<file path="src/cko_pkg.sv">
// Purpose: shared constants for the clock output and synthesizer override block
// Assumes: 8-bit registers reached through a 24-bit serial frame
// Notes: reserved bits are stored as zero and read back as zero
package cko_pkg;
    // register offsets
    localparam logic [14:0] CKO_AUX_CTRL_ADDR = 15'h0057;
    localparam logic [14:0] CKO_SYNTH_OVR_ADDR = 15'h0058;
    localparam logic [14:0] CKO_TRIM_ADDR = 15'h0059;

    // reset values
    localparam logic [7:0] CKO_AUX_CTRL_RST = 8'h00;
    localparam logic [7:0] CKO_SYNTH_OVR_RST = 8'h00;
    localparam logic [6:0] CKO_TRIM_RST = 7'h00;

    // aux_output_control fields
    localparam int CKO_AUX_EN_BIT = 7;
    localparam int CKO_AUX_SEL_LSB = 0;
    localparam int CKO_AUX_SEL_W = 3;

    // synth_pin_override fields
    localparam int CKO_OVR_EN_BIT = 7;
    localparam int CKO_DIV2_LSB = 4;
    localparam int CKO_DIV1_LSB = 2;
    localparam int CKO_DIVSEL_W = 2;
    localparam int CKO_REFSEL_BIT = 1;
    localparam int CKO_SYNEN_BIT = 0;

    // oscillator_trim field
    localparam int CKO_TRIM_W = 7;

    // aux output select codes
    localparam logic [2:0] CKO_SEL_UI16 = 3'h0;
    localparam logic [2:0] CKO_SEL_UI32 = 3'h1;
    localparam logic [2:0] CKO_SEL_UI64 = 3'h2;
    localparam logic [2:0] CKO_SEL_TSTAMP = 3'h3;

    // divided-reference select codes
    localparam logic [1:0] CKO_DIV_OFF = 2'h0;
    localparam logic [1:0] CKO_DIV_BY1 = 2'h1;
    localparam logic [1:0] CKO_DIV_BY2 = 2'h2;
    localparam logic [1:0] CKO_DIV_BY4 = 2'h3;

    // serial frame layout
    localparam logic [4:0] CKO_FRAME_HDR_BITS = 5'h10;
    localparam logic [4:0] CKO_FRAME_BITS = 5'h18;

    // synchroniser depth
    localparam int CKO_SYNC_STAGES = 2;
endpackage

</file>
<file path="src/cko_clock_ctrl.sv">
// Purpose: aux clock output, divided-reference outputs, synthesizer pin override, trim
// Assumes: serializer and reference half-period ticks come from logic on clk_i
// Notes: outputs are clock-shaped levels built from tick counters
//
// Notes on behaviour
// - The aux output is idle when its enable bit 7 is 0 and driven when it is 1.
// - A serializer-derived aux output is flagged as a usable receiver reference clock.
// - Aux select 0, 1, 2 give 16, 32, 64 UI clocks, 3 the resampled timestamp, 4-7 reserved.
// - Override bit 7 at 0 means the pins rule the synthesizer, at 1 the soft fields do.
// - Under override the second divided-reference field gives off, /1, /2 or /4.
// - Under override the first divided-reference field gives off, /1, /2 or /4.
// - The second divided-reference output runs only while the first one runs.
// - Without override both divided-reference fields are ignored and the cfg pins decide.
// - Under override bit 1 selects the single-ended synthesizer reference input.
// - Under override bit 0 enables the synthesizer.
// - Trim bit 7 is reserved and reset loads the trim value with 0.
// - The trim in bits 6 to 0 is set by calibration and can be read back.
`timescale 1ns/1ps
module cko_clock_ctrl #(
    parameter int DIV_CNT_W = 3
) (
    input wire logic clk_i,
    input wire logic reset_i,
    input wire logic spi_sclk_i,
    input wire logic spi_cs_n_i,
    input wire logic spi_sdi_i,
    output logic spi_sdo_o,
    output logic spi_sdo_oe_n_o,
    input wire logic ser_half_tick_i,
    input wire logic ser_reinit_i,
    input wire logic ref_half_tick_i,
    input wire logic timestamp_in_pin_i,
    input wire logic synth_enable_pin_i,
    input wire logic single_ref_select_pin_i,
    input wire logic clock_cfg_pin0_i,
    input wire logic clock_cfg_pin1_i,
    input wire logic oscillator_cal_enable_i,
    input wire logic oscillator_cal_complete_i,
    input wire logic cal_trim_we_i,
    input wire logic [cko_pkg::CKO_TRIM_W-1:0] cal_trim_i,
    output logic aux_out_pin_o,
    output logic receiver_ref_clock_valid_o,
    output logic synth_enable_o,
    output logic single_ref_select_o,
    output logic divref_out_first_o,
    output logic divref_out_second_o,
    output logic [cko_pkg::CKO_TRIM_W-1:0] oscillator_freq_trim_o
);
    import cko_pkg::*;

    initial begin
        if (DIV_CNT_W < 3) begin
            $error("cko_clock_ctrl: DIV_CNT_W must be at least 3 for divide by 64");
        end
    end

    localparam int NPIN = 5;

    logic [7:0] aux_ctrl_q;
    logic [7:0] synth_ovr_q;
    logic [CKO_TRIM_W-1:0] trim_q;
    logic [DIV_CNT_W-1:0] ser_cnt_q;
    logic [DIV_CNT_W-1:0] ref_cnt_q;
    wire [NPIN-1:0] pin_raw;
    wire [NPIN-1:0] pin_sync;
    logic [14:0] bus_addr;
    logic [7:0] bus_wdata;
    logic bus_wr;
    logic [7:0] bus_rdata;

    function automatic logic div_level(input logic [1:0] sel, input logic [DIV_CNT_W-1:0] cnt);
        logic lvl;
        lvl = 1'b0;
        case (sel)
            CKO_DIV_BY1: lvl = cnt[0];
            CKO_DIV_BY2: lvl = cnt[1];
            CKO_DIV_BY4: lvl = cnt[2];
            default: lvl = 1'b0;
        endcase
        return lvl;
    endfunction

    cko_spi_slave #(
        .ADDR_W(15)
    ) u_spi (
        .clk_i(clk_i),
        .reset_i(reset_i),
        .sclk_i(spi_sclk_i),
        .cs_n_i(spi_cs_n_i),
        .sdi_i(spi_sdi_i),
        .sdo_o(spi_sdo_o),
        .sdo_oe_n_o(spi_sdo_oe_n_o),
        .addr_o(bus_addr),
        .wdata_o(bus_wdata),
        .wr_o(bus_wr),
        .rdata_i(bus_rdata)
    );

    // pins are asynchronous; only the second stage is read
    assign pin_raw = {clock_cfg_pin1_i, clock_cfg_pin0_i, single_ref_select_pin_i,
                      synth_enable_pin_i, timestamp_in_pin_i};
    // one process per bit keeps every flop with a single writer
    genvar gi;
    generate
        for (gi = 0; gi < NPIN; gi++) begin : g_sync
            logic s0_q;
            logic s1_q;
            always_ff @(posedge clk_i) begin
                if (reset_i) begin
                    s0_q <= 1'b0;
                    s1_q <= 1'b0;
                end else begin
                    s0_q <= pin_raw[gi];
                    s1_q <= s0_q;
                end
            end
            assign pin_sync[gi] = s1_q;
        end
    endgenerate

    wire tstamp_s = pin_sync[0];
    wire [1:0] cfg_pins = {pin_sync[4], pin_sync[3]};

    wire wr_aux = bus_wr && bus_addr == CKO_AUX_CTRL_ADDR;
    wire wr_ovr = bus_wr && bus_addr == CKO_SYNTH_OVR_ADDR;
    // a write during calibration would fight the engine, which wins
    wire cal_running = oscillator_cal_enable_i && !oscillator_cal_complete_i;
    wire wr_trim = bus_wr && bus_addr == CKO_TRIM_ADDR && !cal_running;

    assign bus_rdata = (bus_addr == CKO_AUX_CTRL_ADDR) ? aux_ctrl_q :
                       (bus_addr == CKO_SYNTH_OVR_ADDR) ? synth_ovr_q :
                       (bus_addr == CKO_TRIM_ADDR) ? {1'b0, trim_q} : 8'h00;

    always_ff @(posedge clk_i) begin
        if (reset_i) begin
            aux_ctrl_q <= CKO_AUX_CTRL_RST;
            synth_ovr_q <= CKO_SYNTH_OVR_RST;
        end else begin
            // reserved bits are kept at zero whatever is written
            if (wr_aux) begin
                aux_ctrl_q <= bus_wdata & 8'h87;
            end
            if (wr_ovr) begin
                synth_ovr_q <= bus_wdata & 8'hbf;
            end
        end
    end

    always_ff @(posedge clk_i) begin
        if (reset_i) begin
            trim_q <= CKO_TRIM_RST;
        end else if (cal_trim_we_i) begin
            trim_q <= cal_trim_i;
        end else if (wr_trim) begin
            trim_q <= bus_wdata[CKO_TRIM_W-1:0];
        end
    end

    always_ff @(posedge clk_i) begin
        if (reset_i || ser_reinit_i) begin
            ser_cnt_q <= '0;
        end else if (ser_half_tick_i) begin
            ser_cnt_q <= ser_cnt_q + 1'b1;
        end
    end

    always_ff @(posedge clk_i) begin
        if (reset_i) begin
            ref_cnt_q <= '0;
        end else if (ref_half_tick_i) begin
            ref_cnt_q <= ref_cnt_q + 1'b1;
        end
    end

    wire aux_en = aux_ctrl_q[CKO_AUX_EN_BIT];
    wire [2:0] aux_sel = aux_ctrl_q[CKO_AUX_SEL_LSB +: CKO_AUX_SEL_W];
    wire ovr = synth_ovr_q[CKO_OVR_EN_BIT];

    wire aux_lvl = (aux_sel == CKO_SEL_UI16) ? ser_cnt_q[0] :
                   (aux_sel == CKO_SEL_UI32) ? ser_cnt_q[1] :
                   (aux_sel == CKO_SEL_UI64) ? ser_cnt_q[2] :
                   (aux_sel == CKO_SEL_TSTAMP) ? tstamp_s : 1'b0;
    wire aux_is_ser = aux_sel <= CKO_SEL_UI64;

    // pin mode: cfg pins pick the first, both high adds the second
    wire [1:0] pin_sel1 = cfg_pins;
    wire [1:0] pin_sel2 = (cfg_pins == 2'h3) ? CKO_DIV_BY1 : CKO_DIV_OFF;
    wire [1:0] sel1 = ovr ? synth_ovr_q[CKO_DIV1_LSB +: CKO_DIVSEL_W] : pin_sel1;
    wire [1:0] sel2_raw = ovr ? synth_ovr_q[CKO_DIV2_LSB +: CKO_DIVSEL_W] : pin_sel2;
    wire [1:0] sel2 = (sel1 == CKO_DIV_OFF) ? CKO_DIV_OFF : sel2_raw;

    always_ff @(posedge clk_i) begin
        if (reset_i) begin
            aux_out_pin_o <= 1'b0;
            receiver_ref_clock_valid_o <= 1'b0;
            synth_enable_o <= 1'b0;
            single_ref_select_o <= 1'b0;
            divref_out_first_o <= 1'b0;
            divref_out_second_o <= 1'b0;
            oscillator_freq_trim_o <= CKO_TRIM_RST;
        end else begin
            aux_out_pin_o <= aux_en & aux_lvl;
            receiver_ref_clock_valid_o <= aux_en & aux_is_ser;
            synth_enable_o <= ovr ? synth_ovr_q[CKO_SYNEN_BIT] : pin_sync[1];
            single_ref_select_o <= ovr ? synth_ovr_q[CKO_REFSEL_BIT] : pin_sync[2];
            divref_out_first_o <= div_level(sel1, ref_cnt_q);
            divref_out_second_o <= div_level(sel2, ref_cnt_q);
            oscillator_freq_trim_o <= trim_q;
        end
    end
endmodule

</file>
<file path="src/cko_spi_slave.sv">
// Purpose: serial register port, oversampled by the system clock
// Assumes: mode 0, frame = read flag, 15-bit address, 8-bit data, msb first
// Notes: sclk must stay below a quarter of clk_i for the edge detect to work
`timescale 1ns/1ps
module cko_spi_slave #(
    parameter int ADDR_W = 15
) (
    input wire logic clk_i,
    input wire logic reset_i,
    input wire logic sclk_i,
    input wire logic cs_n_i,
    input wire logic sdi_i,
    output logic sdo_o,
    output logic sdo_oe_n_o,
    output logic [ADDR_W-1:0] addr_o,
    output logic [7:0] wdata_o,
    output logic wr_o,
    input wire logic [7:0] rdata_i
);
    import cko_pkg::*;

    initial begin
        if (ADDR_W != 15) begin
            $error("cko_spi_slave: frame layout needs ADDR_W of 15");
        end
    end

    logic [2:0] sclk_s_q;
    logic [1:0] cs_s_q;
    logic [1:0] sdi_s_q;
    logic [4:0] cnt_q;
    logic [15:0] in_sh_q;
    logic [7:0] out_sh_q;
    logic rd_q;

    // stage 0 feeds stage 1 only; edges use stages 1 and 2
    wire sclk_rise = sclk_s_q[1] & ~sclk_s_q[2];
    wire sclk_fall = ~sclk_s_q[1] & sclk_s_q[2];
    wire cs_act = ~cs_s_q[1];
    wire hdr_done = sclk_rise && (cnt_q == CKO_FRAME_HDR_BITS - 5'h1);
    wire frame_done = sclk_rise && (cnt_q == CKO_FRAME_BITS - 5'h1);

    always_ff @(posedge clk_i) begin
        if (reset_i) begin
            sclk_s_q <= 3'h0;
            cs_s_q <= 2'h3;
            sdi_s_q <= 2'h0;
        end else begin
            sclk_s_q <= {sclk_s_q[1:0], sclk_i};
            cs_s_q <= {cs_s_q[0], cs_n_i};
            sdi_s_q <= {sdi_s_q[0], sdi_i};
        end
    end

    always_ff @(posedge clk_i) begin
        if (reset_i || !cs_act) begin
            cnt_q <= 5'h0;
            in_sh_q <= 16'h0000;
            wr_o <= 1'b0;
        end else begin
            wr_o <= frame_done && !rd_q;
            if (sclk_rise) begin
                in_sh_q <= {in_sh_q[14:0], sdi_s_q[1]};
                cnt_q <= (cnt_q == CKO_FRAME_BITS - 5'h1) ? 5'h0 : cnt_q + 5'h1;
            end
        end
    end

    always_ff @(posedge clk_i) begin
        if (reset_i) begin
            addr_o <= '0;
            wdata_o <= 8'h00;
            rd_q <= 1'b0;
        end else if (hdr_done) begin
            rd_q <= in_sh_q[14];
            addr_o <= {in_sh_q[13:0], sdi_s_q[1]};
        end else if (frame_done) begin
            wdata_o <= {in_sh_q[6:0], sdi_s_q[1]};
        end
    end

    // data leaves on falling edges so the host samples it on rising ones
    always_ff @(posedge clk_i) begin
        if (reset_i || !cs_act) begin
            sdo_o <= 1'b0;
            out_sh_q <= 8'h00;
            sdo_oe_n_o <= 1'b1;
        end else if (sclk_fall && rd_q && cnt_q == CKO_FRAME_HDR_BITS) begin
            sdo_o <= rdata_i[7];
            out_sh_q <= {rdata_i[6:0], 1'b0};
            sdo_oe_n_o <= 1'b0;
        end else if (sclk_fall && cnt_q > CKO_FRAME_HDR_BITS) begin
            sdo_o <= out_sh_q[7];
            out_sh_q <= {out_sh_q[6:0], 1'b0};
        end else if (sclk_fall && cnt_q == 5'h0) begin
            sdo_oe_n_o <= 1'b1;
        end
    end
endmodule

</file>
<file path="config.mk">
export PLATFORM = sky130hd
export DESIGN_NAME = cko_clock_ctrl
export DESIGN_NICKNAME = d
export VERILOG_FILES = /design/src/cko_pkg.sv /design/src/cko_clock_ctrl.sv /design/src/cko_spi_slave.sv
export SDC_FILE = /design/constraint.sdc
export NUM_CORES = 1
export LEC_CHECK = 0
export BUFFER_PORTS_ARGS = -buffer_cell sky130_fd_sc_hd__buf_4
export CORE_MARGIN = 4
export CORE_UTILIZATION = 30
export CTS_BUF_LIST = sky130_fd_sc_hd__clkbuf_4 sky130_fd_sc_hd__clkbuf_8
export CTS_CLUSTER_DIAMETER = 200
export DETAILED_ROUTE_END_ITERATION = 10
export GPL_ROUTABILITY_DRIVEN = 0
export GPL_TIMING_DRIVEN = 0
export PLACE_DENSITY = 0.56
export SKIP_LAST_GASP = 1
export SYNTH_ARGS = -nofsm -noshare
export SYNTH_HDL_FRONTEND = slang
export SYNTH_HIERARCHICAL = 1
export SYNTH_SLANG_ARGS = --single-unit
</file>
<file path="constraint.sdc">
create_clock -name clk_i -period 2.9 [get_ports clk_i]
set_input_delay 0.58 -clock clk_i [delete_from_list [all_inputs] [get_ports clk_i]]
set_output_delay 0.58 -clock clk_i [all_outputs]
set_load 0.005 [all_outputs]
</file>
; Yosys cells after proc, flatten, opt, wreduce, memory -nomap -nowiden
; Index checks and enable logic that the tools add are counted.
[op_classes]
magnitude_cmp = 2
n_bitwise = 7
n_reduce_logical = 25
muxes = 25
addsub = 3
n_eq_ne = 17
[ops]
columns = cell, n
row1 = $eq A15 B7 Y1 const B, 3
row2 = $mux W8, 4
row3 = $mux W7, 3
row4 = $logic_and A1 B1 Y1, 12
row5 = $mux W1, 12
row6 = $eq A2 B2 Y1 const B, 5
row7 = $eq A5 B5 Y1 const B, 2
row8 = $add A3 B1 Y3 const B, 2
row9 = $eq A3 B2 Y1 const B, 2
row10 = $mux W2, 3
row11 = $pmux W1 S3, 2
row12 = $reduce_bool A2 Y1, 3
row13 = $add A5 B1 Y5 const B, 1
row14 = $eq A5 B4 Y1 const B, 1
row15 = $gt A5 B5 Y1 const B, 1
row16 = $logic_not A5 Y1, 1
row17 = $mux W5, 1
row18 = $and A1 B1 Y1, 4
row19 = $eq A2 B1 Y1 const B, 2
row20 = $reduce_and A2 Y1, 2
row21 = $eq A3 B1 Y1 const B, 1
row22 = $le A3 B2 Y1 const B, 1
row23 = $logic_not A1 Y1, 3
row24 = $logic_not A3 Y1, 1
row25 = 4 further kinds, 7
[totals]
ff_bits = 108
word_cells = 113
in_bits = 23

; Logic depth before layout (Yosys ltp)
[depth]
ltp_word = 6
depth_mapped = 9

; Hierarchy
; The synthesis kept the hierarchy.
[by_module_without_submodules]
columns = mod, area_each_um2, n_inst, seq_area_each_um2, cells_each
row1 = cko_spi_slave, 2394.8, 1, 1221.2, 272
row2 = cko_clock_ctrl, 2023.2, 1, 940.9, 209

; Least setup slack after synthesis
; Ideal clock, no wire load.
[synth_timing]
kind = reg2reg
startpoint = register u_spi.addr_o[3]
endpoint = register u_spi.out_sh_q[2]
t_arrival_ns = 1.691
setup_ns = 0.117
path_buffers = 2
setup_slack_ns = 1.092
synth_period_minus_slack_ns = 1.808
required_time_ns = 2.783
stages_incl_launch_ff = 10
cell_sequence = dfxtp_1 -> nor4b_1 -> and2_1 -> buf_2 -> and3_1 -> buf_2 -> a221o_1 -> nand2_1 -> mux2i_1 -> a32o_1
[synth_via]
elab_chain_len = 5
[synth_rtl]
columns = item, line
row1 = "start, declared", cko_spi_slave.sv:15  ; output logic [ADDR_W-1:0] addr_o,
row2 = "start signal, assigned", cko_spi_slave.sv:76  ; addr_o <= {in_sh_q[13:0], sdi_s_q[1]};
row3 = $eq A15 B7 Y1, cko_clock_ctrl.sv:132  ; (bus_addr == CKO_TRIM_ADDR) ? {1'b0, trim_q} : 8'h00;
row4 = $mux W7, cko_clock_ctrl.sv:132
row5 = $mux W8, cko_clock_ctrl.sv:131  ; (bus_addr == CKO_SYNTH_OVR_ADDR) ? synth_ovr_q :
row6 = $mux W8 *, cko_clock_ctrl.sv:130  ; assign bus_rdata = (bus_addr == CKO_AUX_CTRL_ADDR) ? aux_ctrl_q :
row7 = named net bus_rdata[1], cko_clock_ctrl.sv:69  ; logic [7:0] bus_rdata;
row8 = $mux W8 *, cko_spi_slave.sv:88  ; end else if (sclk_fall && rd_q && cnt_q == CKO_FRAME_HDR_BITS) begin
row9 = "end signal, assigned", cko_spi_slave.sv:90  ; out_sh_q <= {rdata_i[6:0], 1'b0};
row10 = "end signal, assigned", cko_spi_slave.sv:94  ; out_sh_q <= {out_sh_q[6:0], 1'b0};
row11 = "end, declared", cko_spi_slave.sv:33  ; logic [7:0] out_sh_q;
; Mark *: on every way through the listed nets, which the timed path passes. The rest lies on a longest branch.
; A chain may end at the register's enable or synchronous reset.

; Worst setup path after layout
[layout_timing]
startpoint = register u_spi.addr_o[10]
endpoint = register u_spi.out_sh_q[3]
; The elaborated chain is that of the path after synthesis.

==> impl_metrics.toml <==
[clock_network]
hold_buffers = 0
ctsHtreeMaxLevel = 3
postCtsSetupBuffers = 0
ctsLongestPathBuffers = 2
tritoncts = "built"
clk_transition_reported_paths_ns = 0.10
clkSinkCount = 108
cts-root-buf = "sky130_fd_sc_hd__clkbuf_8"
cts.repair.resized = 0
clk-insertion-delay-late_ns = 0.37
numCtsBuffers = 9

[pwr]
total_leakage_power_nw = 1.869
power_per_cell_area_nw_per_um2 = 535.0
worst_ir_drop_vdd_uv = 287.5

[timing]
hold_vio_cnt_final = 0
setup_violations = 0
grt_setup_unrepaired = "false"
slew_viol_final = 0
min_period_over_period = 0.7239
timing.max_slew.rel_slack = 0.6105
max_clock_freq_mhz = 476.4
timing.final.ws_setup_ns = 0.8007
worst_hold_slack_ns = 0.3794
finalWorstPathRequiredPeriod_ns = 2.099
fin_tns_setup_ns = 0
worst-slew-pin-transition_ns = 0.5843
fin_worst_skew_ns = 0.01208

[drt]
drt-pass1-iter-count = 4
routed_wl_mm = 10.20
top_layer_used = "met4"
postRouteAntennaNets = 0
via_count = 3521
detail_route.vias_per_cell = 4.904
drt-met1-wl_mm = 4.688
detailroute.wirelength.met2_mm = 4.832
remaining_drc_errors = 0
detailroute.wirelength.met3_um = 460
wire_per_inst_um = 14.20
drt_iter0_markers = 208

[worst_setup_path]
worstSetupEndpoint = "u_spi/out_sh_q[3]"
timing.critical_path.fanout_max = 8
cp.arrival_ns = 2.42
setup.reg_to_reg.worst_slack_ns = 0.80
worst_r2r_path_depth = 9
worst_path_most_repeated_cell = "sky130_fd_sc_hd__buf_2"
crit-reg2reg-capture = "u_spi/out_sh_q[3]"
worstSetupStartpoint = "u_spi/addr_o[10]"
critPathLaunchType = "flip-flop"
crit_path_cell_trace = "nor4_4 -> and2_1 -> buf_2 -> and3_1 -> buf_2 -> a221o_1 -> nand2_1 -> mux2i_1 -> a32o_1"
timing.critical_path.required_ns = 3.22
crit_path_max_incr_delay_ns = 0.49
crit_path_end_kind = "flip-flop"
path_class = "reg2reg"
r2r_path_start = "u_spi/addr_o[10]"
cpMaxStageDelayCell = "sky130_fd_sc_hd__nor4_4"

[global_route]
wire_length_of_the_first_global_routing_pass_mm = 16.82
pin_count_of_the_biggest_net_entering_global_routing = 18
grt_pass1_vias = 3383
grt_overflow = 0
number_of_antenna_violations_at_the_first_check_in_global_routing = 0
track_usage = 0.1273

[placement]
detailedPlace.worstSlack_ns = 0.8238
portBuffers = 37
dp_hpwl_mm = 7.455

[die]
pin_count = 38
row_count = 44
core_region_area_um2 = 14480
initial_utilization = 0.3051
die_width_um = 129.4
total_die_area_um2 = 16730
die_h_um = 129.4

[yosys]
postSynth.topFlopCell = "sky130_fd_sc_hd__dfxtp_1"
syn_nets = 509
netlist_area_um2 = 4418
yosysUniqueCellTypes = 55
ys.warnings.count = 6
postSynthCellCount = 481
ys_ff_latch = 108
synth_enable_flop_cells = 0
syn_avg_cell_area_um2 = 9.185
seq_area_frac_synth = 0.4894
ys_async_sr_fraction = 0

[final_layout]
area.growth.synth_to_final_pct = 17.22
layout.nets = 557
layout-drive-gt1-share = 0.1592
diodes = 0
filler_cell_count = 1477

[run]
maxCapViolations = 0

[outcome]
run_status = "finished, final reports clean"

[min_path]
hold_path.class = "in2reg"
==> registers in the layout, summed over array words and instances (netlist names), 2 cells and up <==
name,cells
aux_ctrl_q,4
g_sync.s0_q,5
g_sync.s1_q,5
oscillator_freq_trim_o,7
ref_cnt_q,3
ser_cnt_q,3
synth_ovr_q,7
trim_q,7
u_spi/addr_o,15
u_spi/cnt_q,5
u_spi/cs_s_q,2
u_spi/in_sh_q,15
u_spi/out_sh_q,7
u_spi/sclk_s_q,3
u_spi/sdi_s_q,2
u_spi/wdata_o,8
==> worst max-delay path: cells and delay by family (launching register included) <==
family                 cells  cell delay, ns
buffers and inverters      2            0.33
flip-flops                 1            0.35
multiplexers               1            0.16
AND/OR/NAND/NOR            4            0.90
AO/OA/AOI/OAI              2            0.32
==> cells by family after synthesis <==
family	Yosys count	synth area share
AOI/OAI and AO/OA	104	0.1498
muxes	25	0.05976
xor gates and xnor gates	5	0.009914
and+or+nand+nor	187	0.2294
buffers and inverters	47	0.04758
adders and majority gates	5	0.01416
DFF	108	0.4894
==> cell type report <==
type | count | area (um^2) | area share
inverter | 18 | 67.56 | 0.01305
sequential | 108 | 2162 | 0.4175
clock inverter | 5 | 107.6 | 0.02078
multi-input combinational | 326 | 2046 | 0.3950
tap | 184 | 230.2 | 0.04446
clock buffer | 11 | 145.1 | 0.02803
timing repair buffer | 37 | 277.8 | 0.05364
buffer | 29 | 142.6 | 0.02754
==> stage by stage <==
step / power (W) / util / instance area (um^2) / instances
detailed placement: 0.001686 / 0.3402 / 4926 / 702
global route: 0.002888 / 0.3577 / 5179 / 718
global placement: 0.001683 / 0.3402 / 4926 / 702
floorplan: 0.001624 / - / 4418 / 481
finish: 0.002771 / 0.3577 / 5179 / 718
CTS: 0.002813 / 0.3577 / 5179 / 718
==> how the worst min path moves through the flow <==
stage,start,end,cells past startpoint
after floorplan,u_spi/cs_s_q[0],u_spi/cs_s_q[1],1
after global placement,u_spi/cs_s_q[0],u_spi/cs_s_q[1],1
after detailed placement,u_spi/cs_s_q[0],u_spi/cs_s_q[1],1
after CTS,ser_reinit_i,ser_cnt_q[0],2
after global routing,ser_reinit_i,ser_cnt_q[2],2
final,ser_reinit_i,ser_cnt_q[2],2
==> per-layer routing <==
metal	GRT usage	vias to the layer above
met1	0.1593	1665
met5	0	-
met4	0.05991	0
met2	0.2049	68
met3	0.03339	18
li1	-	1770
==> cells in the final DEF, fill, tap and decap left out, types with 4 or more instances in the layout <==
cell type	synthesis	final
sky130_fd_sc_hd__mux2i_1	23	23
sky130_fd_sc_hd__a21oi_1	47	47
sky130_fd_sc_hd__nand3_1	12	12
sky130_fd_sc_hd__ha_1	5	5
sky130_fd_sc_hd__nand3b_1	4	4
sky130_fd_sc_hd__dfxtp_1	108	108
sky130_fd_sc_hd__nand2b_1	19	19
sky130_fd_sc_hd__and3_1	4	4
sky130_fd_sc_hd__o21ai_0	22	22
sky130_fd_sc_hd__a32o_1	6	6
sky130_fd_sc_hd__nor2_1	13	13
sky130_fd_sc_hd__clkbuf_8	0	10
sky130_fd_sc_hd__buf_2	8	8
sky130_fd_sc_hd__a221oi_1	8	8
sky130_fd_sc_hd__nand2_1	78	78
sky130_fd_sc_hd__nand4_1	5	5
sky130_fd_sc_hd__and2_2	4	4
sky130_fd_sc_hd__nor2b_1	24	24
sky130_fd_sc_hd__a41oi_1	7	7
sky130_fd_sc_hd__inv_1	18	18
sky130_fd_sc_hd__clkbuf_1	13	13
sky130_fd_sc_hd__buf_4	2	39
==> power breakdown <==
part	internal, W	total, W	switching [W]	leakage, nW
Clock	0.000612	0.00112	0.000509	0.128
Sequential	0.00151	0.00153	0.0000177	0.877
Combinational	0.0000618	0.000123	0.0000613	0.865
==> cell usage after synthesis (all sizes together), types with 3 or more instances <==
cell,number,area share
xor2,3,0.0059
nand3b,4,0.0068
a22o,4,0.0088
clkbuf,14,0.012
nand3,12,0.014
a21oi,47,0.053
and3,4,0.0057
nand2b,20,0.029
ha,5,0.014
nand4,5,0.0071
inv,18,0.015
or2,3,0.0042
a221o,3,0.0068
mux2i,23,0.052
nor2b,24,0.034
nor3,5,0.011
a221oi,8,0.016
a32o,6,0.014
dfxtp,108,0.49
buf,15,0.020
nand2,78,0.066
and2,5,0.0082
a41oi,7,0.014
nor2,13,0.011
o21ai,22,0.025
(Power assumes the default switching activity.)
